--- config.mk ---
export PLATFORM = sky130hd
export DESIGN_NAME = slh_sequencer
export DESIGN_NICKNAME = d
export VERILOG_FILES = /design/src/hdl/slh_pkg.sv /design/src/hdl/slh_counter.sv /design/src/hdl/slh_sequencer.sv
export VERILOG_INCLUDE_DIRS = /design/src /design/src/hdl
export SDC_FILE = /design/constraint.sdc
export NUM_CORES = 1
export LEC_CHECK = 0
export ABC_CLOCK_PERIOD_IN_PS = 4500
export BUFFER_PORTS_ARGS = -buffer_cell sky130_fd_sc_hd__buf_2
export CAP_MARGIN = 20
export CORE_ASPECT_RATIO = 1.2
export CORE_UTILIZATION = 55
export DETAILED_ROUTE_END_ITERATION = 7
export PLACE_DENSITY = 0.76
export SLEW_MARGIN = 20
export SYNTH_ARGS = -nofsm -noshare
export SYNTH_HDL_FRONTEND = slang
export SYNTH_SLANG_ARGS = --single-unit
--- constraint.sdc ---
create_clock -name clock_i -period 4.5 [get_ports clock_i]
set_clock_uncertainty 0.1 [all_clocks]
set_input_delay 0.45 -clock clock_i [delete_from_list [all_inputs] [get_ports clock_i]]
set_output_delay 0.45 -clock clock_i [all_outputs]
set_load 0.03 [all_outputs]
--- src/hdl/slh_consts.svh ---
`ifndef SLH_CONSTS_SVH
`define SLH_CONSTS_SVH
// Wake-up counter: 13 stages, mid-count check and full wrap
`define SLH_CNT_W        13
`define SLH_MID_COUNT    13'h1000
`define SLH_PSTOP_FAST   13'h0010
`endif

--- src/hdl/slh_pkg.sv ---
package slh_pkg;
    typedef enum {
        ST_RUN,
        ST_STOP,
        ST_WAKE_WAIT,
        ST_LIMP
    } slh_state_t;
    typedef struct packed {
        logic limp_home_disable;
        logic clock_monitor_enable;
        logic forced_clock_monitor_enable;
        logic wake_delay_select;
        logic pseudo_stop_enable;
        logic limp_home_irq_enable;
    } slh_cfg_t;
    typedef struct packed {
        logic pll_bus_clock_select;
        logic module_clock_select;
    } slh_sel_t;
endpackage

--- src/hdl/slh_counter.sv ---
`timescale 1ns/1ps
`include "slh_consts.svh"
module slh_counter (
    // Clock and reset
    input  wire logic                  clock_i,
    input  wire logic                  rst_i,
    // Control
    input  wire logic                  tick_i,
    input  wire logic                  clear_i,
    // Status
    output logic                       mid_o
);
    logic [`SLH_CNT_W-1:0] count_r;

    always_ff @(posedge clock_i or posedge rst_i) begin
        if (rst_i) begin
            count_r <= '0;
        end else if (clear_i) begin
            count_r <= '0;
        end else if (tick_i) begin
            count_r <= count_r + 13'h0001;
        end
    end

    // Pulses once per wrap, as the count first passes its midpoint
    assign mid_o = tick_i && !clear_i &&
                   (count_r == (`SLH_MID_COUNT - 13'h0001));
endmodule // slh_counter

--- src/hdl/slh_sequencer.sv ---
`timescale 1ns/1ps
`include "slh_consts.svh"
//Contract
// - Delay-select one holds wake for 4096 counts
// - Counter steps on watchdog module clock ticks, on VCO ticks in limp-home
// - Reset, interrupts, key or CAN wake end STOP
// - No limp, monitor off: exit on external clock
// - No limp, monitor on: STOP means monitor reset
// - Limp enabled masks monitor, exits into limp-home
// - After 4096, good clock leaves limp-home
// - No clock at 4096: limp status, irq flag set
// - In limp-home, check monitor at every midpoint
// - Clock found: leave limp, clear status, set flag
// - Leaving limp restores saved bus/module selects
// - Limp enabled, no delay: release immediately
// - Good clock, no delay: never set limp status
// - Pseudo-stop bit turns STOP into pseudo-STOP
// - Pseudo-STOP wakes and delays like STOP
// - Pseudo exit with delay enters limp, forces selects
// - Pseudo exit limp, no delay: immediate release
// - Pseudo, no limp, delay: 4096 on external clock
// - Pseudo, no limp, no delay: 16 cycles
// - Limp-home: VCO clocks, monitor forced enabled
// - Irq flag clears only on write of one
module slh_sequencer (
    // Clock and reset
    input  wire logic              clock_i,
    input  wire logic              rst_i,
    // Configuration
    input  slh_pkg::slh_cfg_t      cfg_i,
    input  slh_pkg::slh_sel_t      sel_i,
    // Events and clock ticks
    input  wire logic              stop_exec_i,
    input  wire logic              wake_irq_i,
    input  wire logic              wake_nonmaskable_ext_interrupt_pin_i,
    input  wire logic              wake_key_j_i,
    input  wire logic              wake_key_h_i,
    input  wire logic              wake_can_i,
    input  wire logic              ext_reset_i,
    input  wire logic              module_tick_i,
    input  wire logic              vco_tick_i,
    input  wire logic              ext_clock_ok_i,
    input  wire logic              flag_clear_i,
    // Status and clock control
    output logic                   stopped_o,
    output logic                   pseudo_stop_o,
    output logic                   cpu_run_o,
    output logic                   monitor_reset_o,
    output logic                   limp_home_status_o,
    output logic                   limp_home_irq_flag_o,
    output logic                   irq_o,
    output logic                   monitor_active_o,
    output logic                   vco_as_clock_o,
    output slh_pkg::slh_sel_t      sel_o
);
    slh_pkg::slh_state_t state_r;
    slh_pkg::slh_sel_t   saved_r;
    logic                pseudo_r;
    logic                ext_s1_r;
    logic                ext_ok_r;
    logic [5:0]          wake_s1_r;
    logic [5:0]          wake_s2_r;
    logic                mid;
    logic                tick;
    logic                wake;
    logic                cnt_clr;
    logic                mon_en;
    logic [4:0]          fast_cnt_r;
    logic                set_flag;
    logic                limp_r;
    logic                go_limp;
    logic                leave_limp;

    // Monitor status crosses from the oscillator domain
    always_ff @(posedge clock_i or posedge rst_i) begin
        if (rst_i) begin
            ext_s1_r <= 1'h0;
            ext_ok_r <= 1'h0;
        end else begin
            ext_s1_r <= ext_clock_ok_i;
            ext_ok_r <= ext_s1_r;
        end
    end

    assign mon_en = cfg_i.clock_monitor_enable |
                    cfg_i.forced_clock_monitor_enable;
    // Wake pins are asynchronous to the sequencer clock
    always_ff @(posedge clock_i or posedge rst_i) begin
        if (rst_i) begin
            wake_s1_r <= 6'h00;
            wake_s2_r <= 6'h00;
        end else begin
            wake_s1_r <= {ext_reset_i, wake_can_i, wake_key_h_i,
                          wake_key_j_i, wake_nonmaskable_ext_interrupt_pin_i, wake_irq_i};
            wake_s2_r <= wake_s1_r;
        end
    end

    assign wake = |wake_s2_r;
    // Limp-home counts on VCO, otherwise on module clock ticks
    assign tick = limp_r ? vco_tick_i : module_tick_i;
    assign cnt_clr = (state_r == slh_pkg::ST_STOP);

    slh_counter u_counter (
        .clock_i (clock_i),
        .rst_i   (rst_i),
        .tick_i  (tick),
        .clear_i (cnt_clr),
        .mid_o   (mid)
    );

    // Limp entry when waking with limp enabled and either delay selected or no good clock
    assign go_limp = (state_r == slh_pkg::ST_STOP) && wake &&
                     !cfg_i.limp_home_disable &&
                     (cfg_i.wake_delay_select || !ext_ok_r);
    assign leave_limp = limp_r && mid && ext_ok_r;

    always_ff @(posedge clock_i or posedge rst_i) begin
        if (rst_i) begin
            state_r    <= slh_pkg::ST_RUN;
            pseudo_r   <= 1'h0;
            fast_cnt_r <= 5'h00;
        end else begin
            case (state_r)
                slh_pkg::ST_RUN: begin
                    if (stop_exec_i && !(cfg_i.limp_home_disable &&
                                         mon_en)) begin
                        state_r  <= slh_pkg::ST_STOP;
                        pseudo_r <= cfg_i.pseudo_stop_enable;
                    end
                end
                slh_pkg::ST_STOP: begin
                    fast_cnt_r <= 5'h00;
                    if (wake) begin
                        if (cfg_i.wake_delay_select ||
                            (pseudo_r && cfg_i.limp_home_disable)) begin
                            state_r <= slh_pkg::ST_WAKE_WAIT;
                        end else begin
                            state_r <= slh_pkg::ST_RUN;
                        end
                    end
                end
                slh_pkg::ST_WAKE_WAIT: begin
                    if (cfg_i.wake_delay_select) begin
                        if (mid) begin
                            state_r <= slh_pkg::ST_RUN;
                        end
                    end else if (module_tick_i) begin
                        fast_cnt_r <= fast_cnt_r + 5'h01;
                        if (fast_cnt_r == 5'(`SLH_PSTOP_FAST - 13'h0001)) begin
                            state_r <= slh_pkg::ST_RUN;
                        end
                    end
                end
                default: state_r <= slh_pkg::ST_RUN;
            endcase
        end
    end

    // Limp-home mode tracking and first-check decision
    always_ff @(posedge clock_i or posedge rst_i) begin
        if (rst_i) begin
            limp_r <= 1'h0;
        end else if (go_limp) begin
            limp_r <= 1'h1;
        end else if (limp_r && mid && ext_ok_r) begin
            limp_r <= 1'h0;
        end
    end

    // Status flag is raised when limp is still on in RUN or at a midpoint check
    always_ff @(posedge clock_i or posedge rst_i) begin
        if (rst_i) begin
            limp_home_status_o <= 1'h0;
        end else if (leave_limp) begin
            limp_home_status_o <= 1'h0;
        end else if (limp_r && (state_r != slh_pkg::ST_STOP) &&
                     ((state_r == slh_pkg::ST_RUN) || mid) &&
                     !limp_home_status_o) begin
            limp_home_status_o <= 1'h1;
        end
    end

    assign set_flag = leave_limp && limp_home_status_o ||
                      (limp_r && !limp_home_status_o &&
                       (state_r != slh_pkg::ST_STOP) &&
                       ((state_r == slh_pkg::ST_RUN) || mid) &&
                       !(mid && ext_ok_r));

    // Set wins over the software clear
    always_ff @(posedge clock_i or posedge rst_i) begin
        if (rst_i) begin
            limp_home_irq_flag_o <= 1'h0;
        end else if (set_flag) begin
            limp_home_irq_flag_o <= 1'h1;
        end else if (flag_clear_i) begin
            limp_home_irq_flag_o <= 1'h0;
        end
    end

    // Selects are saved on STOP and forced while limping
    always_ff @(posedge clock_i or posedge rst_i) begin
        if (rst_i) begin
            saved_r <= '0;
            sel_o   <= '0;
        end else begin
            if (stop_exec_i && state_r == slh_pkg::ST_RUN) begin
                saved_r <= sel_i;
            end
            if (go_limp || limp_r && !leave_limp) begin
                sel_o <= 2'h2;
            end else if (leave_limp) begin
                sel_o <= saved_r;
            end else begin
                sel_o <= sel_i;
            end
        end
    end

    always_ff @(posedge clock_i or posedge rst_i) begin
        if (rst_i) begin
            stopped_o        <= 1'h0;
            pseudo_stop_o    <= 1'h0;
            cpu_run_o        <= 1'h1;
            monitor_reset_o  <= 1'h0;
            irq_o            <= 1'h0;
            monitor_active_o <= 1'h0;
            vco_as_clock_o   <= 1'h0;
        end else begin
            stopped_o       <= (state_r == slh_pkg::ST_STOP);
            pseudo_stop_o   <= (state_r == slh_pkg::ST_STOP) && pseudo_r;
            cpu_run_o       <= (state_r == slh_pkg::ST_RUN);
            monitor_reset_o <= (state_r == slh_pkg::ST_RUN) && stop_exec_i &&
                               cfg_i.limp_home_disable && mon_en;
            irq_o           <= limp_home_irq_flag_o &&
                               cfg_i.limp_home_irq_enable;
            // Monitor masked in STOP, forced on in limp-home
            monitor_active_o <= limp_r ||
                                (mon_en &&
                                 state_r != slh_pkg::ST_STOP);
            vco_as_clock_o  <= limp_r;
        end
    end

    a_monitor_reset: assert property (
        @(posedge clock_i) disable iff (rst_i)
        (state_r == slh_pkg::ST_RUN && stop_exec_i &&
         cfg_i.limp_home_disable && mon_en) |=> monitor_reset_o)
        else $error("monitor reset missing");

    a_flag_sticky: assert property (
        @(posedge clock_i) disable iff (rst_i)
        (limp_home_irq_flag_o && !flag_clear_i) |=> limp_home_irq_flag_o)
        else $error("irq flag dropped");

    a_limp_vco: assert property (
        @(posedge clock_i) disable iff (rst_i)
        limp_r |=> vco_as_clock_o)
        else $error("vco not selected in limp");

    a_stop_stays: assert property (
        @(posedge clock_i) disable iff (rst_i)
        (state_r == slh_pkg::ST_STOP && !wake) |=>
        state_r == slh_pkg::ST_STOP)
        else $error("stop left without wake");

    a_limp_select: assert property (
        @(posedge clock_i) disable iff (rst_i)
        (limp_r && !leave_limp) |=> (sel_o == 2'h2))
        else $error("selects not forced in limp");

    a_leave_flags: assert property (
        @(posedge clock_i) disable iff (rst_i)
        leave_limp |=> (!limp_home_status_o && limp_home_irq_flag_o))
        else $error("limp exit flags wrong");

    a_irq_request: assert property (
        @(posedge clock_i) disable iff (rst_i)
        (limp_home_irq_flag_o && cfg_i.limp_home_irq_enable) |=> irq_o)
        else $error("limp irq not requested");

    a_fast_no_limp: assert property (
        @(posedge clock_i) disable iff (rst_i)
        (state_r == slh_pkg::ST_STOP && wake && !limp_r &&
         !cfg_i.wake_delay_select && ext_ok_r) |=> !limp_r)
        else $error("limp entered with good clock");
endmodule // slh_sequencer

==> results.yml <==
finish:
  antenna_cells: 0
  layout.cells.most_common: "dfrtp_1"
  area_growth_pct: 16.1
  final_cell_mix: "48 x dfrtp_1, 31 x buf_2, 17 x nor2_1"
  final_util_pct: 69.0
  fin_nets: 238
  post_route_cells_drive_above_1_share_pct: 22.3
  final_cells: 252
detailed_routing:
  drt-pass1-iter-count: 6
  drc: 1
  viasPerCell: 5.75
  drt-met1-wl_um: 1480
  drt_iter0_drc: 72
  dr_wl_met3_um: 176
  vias: 1448
  detail_route.wl_per_cell_um: 15.1
  dr_wl_met2_um: 2060
  final_antenna_net_count: 0
  drt_wl_total_um: 3810
  top_layer: "met4"
floorplanning:
  die_y_um: 68.6
  num_rows: 23
  initial_utilization_pct: 59.4
  ios: 32
  dieArea_mm2: 0.00395
  die_w_um: 57.5
  core-area_mm2: 0.00342
sta:
  max_freq_mhz: 519
  whs_ns: 0.145
  relSlewSlack_pct: 47.2
  rsz0062_at_grt: "false"
  post-route-period-util_pct: 42.8
  finalSetupViolations: 0
  slew_viol_final: 0
  worstMarginPinSlew_ns: 0.791
  min_period_ns: 1.92
  finalHoldViolations: 0
  setup_tns_ns: 0
yosys:
  ys_ff_latch: 49
  syn-instance-count: 180
  netlist_area_mm2: 0.00204
  synth_warnings: 0
  ys_types: 39
  synth_area_per_cell_um2: 11.3
  syn-num-nets: 204
  seq_area_frac_synth_pct: 60.3
global_route:
  grt_max_degree: 50
  grt_pass1_wl_um: 6840
  grt_antenna_before_repair: 0
  grt.total_usage_pct: 23.9
  overflow: 0
  grt_pass1_vias: 1536
power:
  finalPower_mw: 1.22
  power_density_mw_per_mm2: 516
  ir_worst_vdd_mv: 0.333
  p_leak_nw: 1.09
setup_path:
  critPathLaunchType: "flop"
  cpMostUsedCell: "nand3_1"
  setup.worst_path.class: "flop to flop"
  crit_slowest_cell: "nor4_4"
  worstPathRequired_ns: 4.59
  slowest_delay_ns: 0.51
  cp-end-kind: "flop"
  cp_cell_sequence: "ha_1 > nand3_1 > nor4_4 > nand3_1 > o32a_1"
  cp.arrival_ns: 2.02
  critPathMaxFanout: 8
clock_tree:
  cts_tree: "yes"
  postCtsHoldBufs: 0
  post-cts-setup-buffers: 0
  cts-resized-gates: 0
  clock_latency_ns: 0.30
  path_clk_slew_ns: 0.09
  clock-sinks: 49
  cts_buffer_depth: 2
  cts.htree.levels: 2
  cts-root-buf: "clkbuf_8"
  cts_buffers: 5
job:
  drv_cap: 0
place:
  place_congestion: 0.785
  hpwl_um: 2630
  numPortBuffers: 31
  dpl.cell_count: 244
status:
  violations: "DRC"
  status: "finished with violations"
min_path:
  hp-class: "primary input to flop"
[cells in the mapped netlist (all sizes together)]
| master | instances | area share [%] |
|---|---|---|
| dfrtp | 48 | 59 |
| nor2 | 17 | 3.1 |
| nand2 | 16 | 3.0 |
| o21ai | 10 | 2.5 |
| nand3 | 7 | 1.7 |
| a21oi | 6 | 1.5 |
| inv | 6 | 1.1 |
| xnor2 | 6 | 2.6 |
| and3 | 5 | 1.5 |
| mux2i | 5 | 2.6 |
| xor2 | 5 | 2.2 |
| a31oi | 4 | 1.2 |
| mux2 | 4 | 2.2 |
| nor3 | 4 | 0.98 |
| clkbuf | 3 | 0.55 |
| ha | 3 | 1.8 |
| nand4 | 3 | 0.92 |
| nor2b | 3 | 0.92 |
| nor4 | 3 | 1.7 |
| a21o | 2 | 0.74 |
| and2 | 2 | 0.61 |
| buf | 2 | 0.43 |
| nand2b | 2 | 0.61 |
| or3 | 2 | 0.61 |
| a22oi | 1 | 0.37 |
| a311o | 1 | 0.49 |
| a41oi | 1 | 0.43 |
| and4 | 1 | 0.43 |
| dfstp | 1 | 1.3 |
| nand4bb | 1 | 0.55 |
| nor3b | 1 | 0.37 |
| o211ai | 1 | 0.37 |
| o21a | 1 | 0.37 |
| o22ai | 1 | 0.31 |
| o311ai | 1 | 0.43 |
| o32a | 1 | 0.49 |
[per-stage QoR]
stage / setup WS (ns) / area, um^2
2_1_floorplan: 2.78 / 2040
3_3_place_gp: 2.68 / 2220
3_5_place_dp: 2.62 / 2220
4_1_cts: 2.58 / 2360
5_1_grt: 2.43 / 2360
6_report: 2.58 / 2360
[state kept, by name, indices dropped and copies added (netlist names), 2 cells and up]
| register | cells |
|---|---|
| sel_o | 2 |
| wake_s2_r | 6 |
| wake_s1_r | 6 |
| u_counter.count_r | 13 |
| saved_r | 2 |
| state_r | 2 |
| fast_cnt_r | 5 |
[critical path: cells and delay by family, from the launching register on]
family,cells,cell delay [ns]
flops,1,0.41
simple gates,3,0.90
compound gates,1,0.20
fa+ha+maj,1,0.21
[where the power goes]
| group | internal [mW] | switching (mW) |
|---|---|---|
| clock network | 0.224 | 0.146 |
| logic | 0.106 | 0.144 |
| registers | 0.519 | 0.0809 |
[area by class of cell]
type | instances | area, um^2
Clock buffer | 5 | 68.8
Clock inverter | 3 | 68.8
Fill cell | 284 | 1060
Inverter | 6 | 23.8
Multi-Input combinational cell | 120 | 766
Sequential cell | 49 | 1230
Tap cell | 37 | 46.3
Timing Repair Buffer | 32 | 163
[path summary, 6_finish.rpt]
check	startpoint	to	slack, ns	depth (start not counted)
min in group asynchronous	rst_i	u_counter.count_r[3]	0.16	2
max reg2reg	u_counter.count_r[0]	sel_o[1]	2.58	5
max	u_counter.count_r[0]	sel_o[1]	2.58	5
min	wake_key_h_i	wake_s1_r[3]	0.15	1
max in group asynchronous	rst_i	u_counter.count_r[8]	3.67	2
min reg2reg	wake_s1_r[5]	wake_s2_r[5]	0.25	0
[logic make-up after synthesis]
logic type,count (synthesis),synth area share (%)
adders and majority gates,3,1.84
buffers and inverters,11,2.09
xor gates and xnor gates,11,4.73
and+or+nand+nor,67,17.0
AOI/OAI and AO/OA,30,9.16
DFF,49,60.3
muxes,9,4.86
[routing by layer]
layer / GRT usage, % / up-vias
li1: - / 695
met1: 26.1 / 703
met2: 43.6 / 41
met3: 6.16 / 9
met4: 11.6 / 0
met5: 0 / -
No activity file was read; power rests on OpenSTA's default activity.
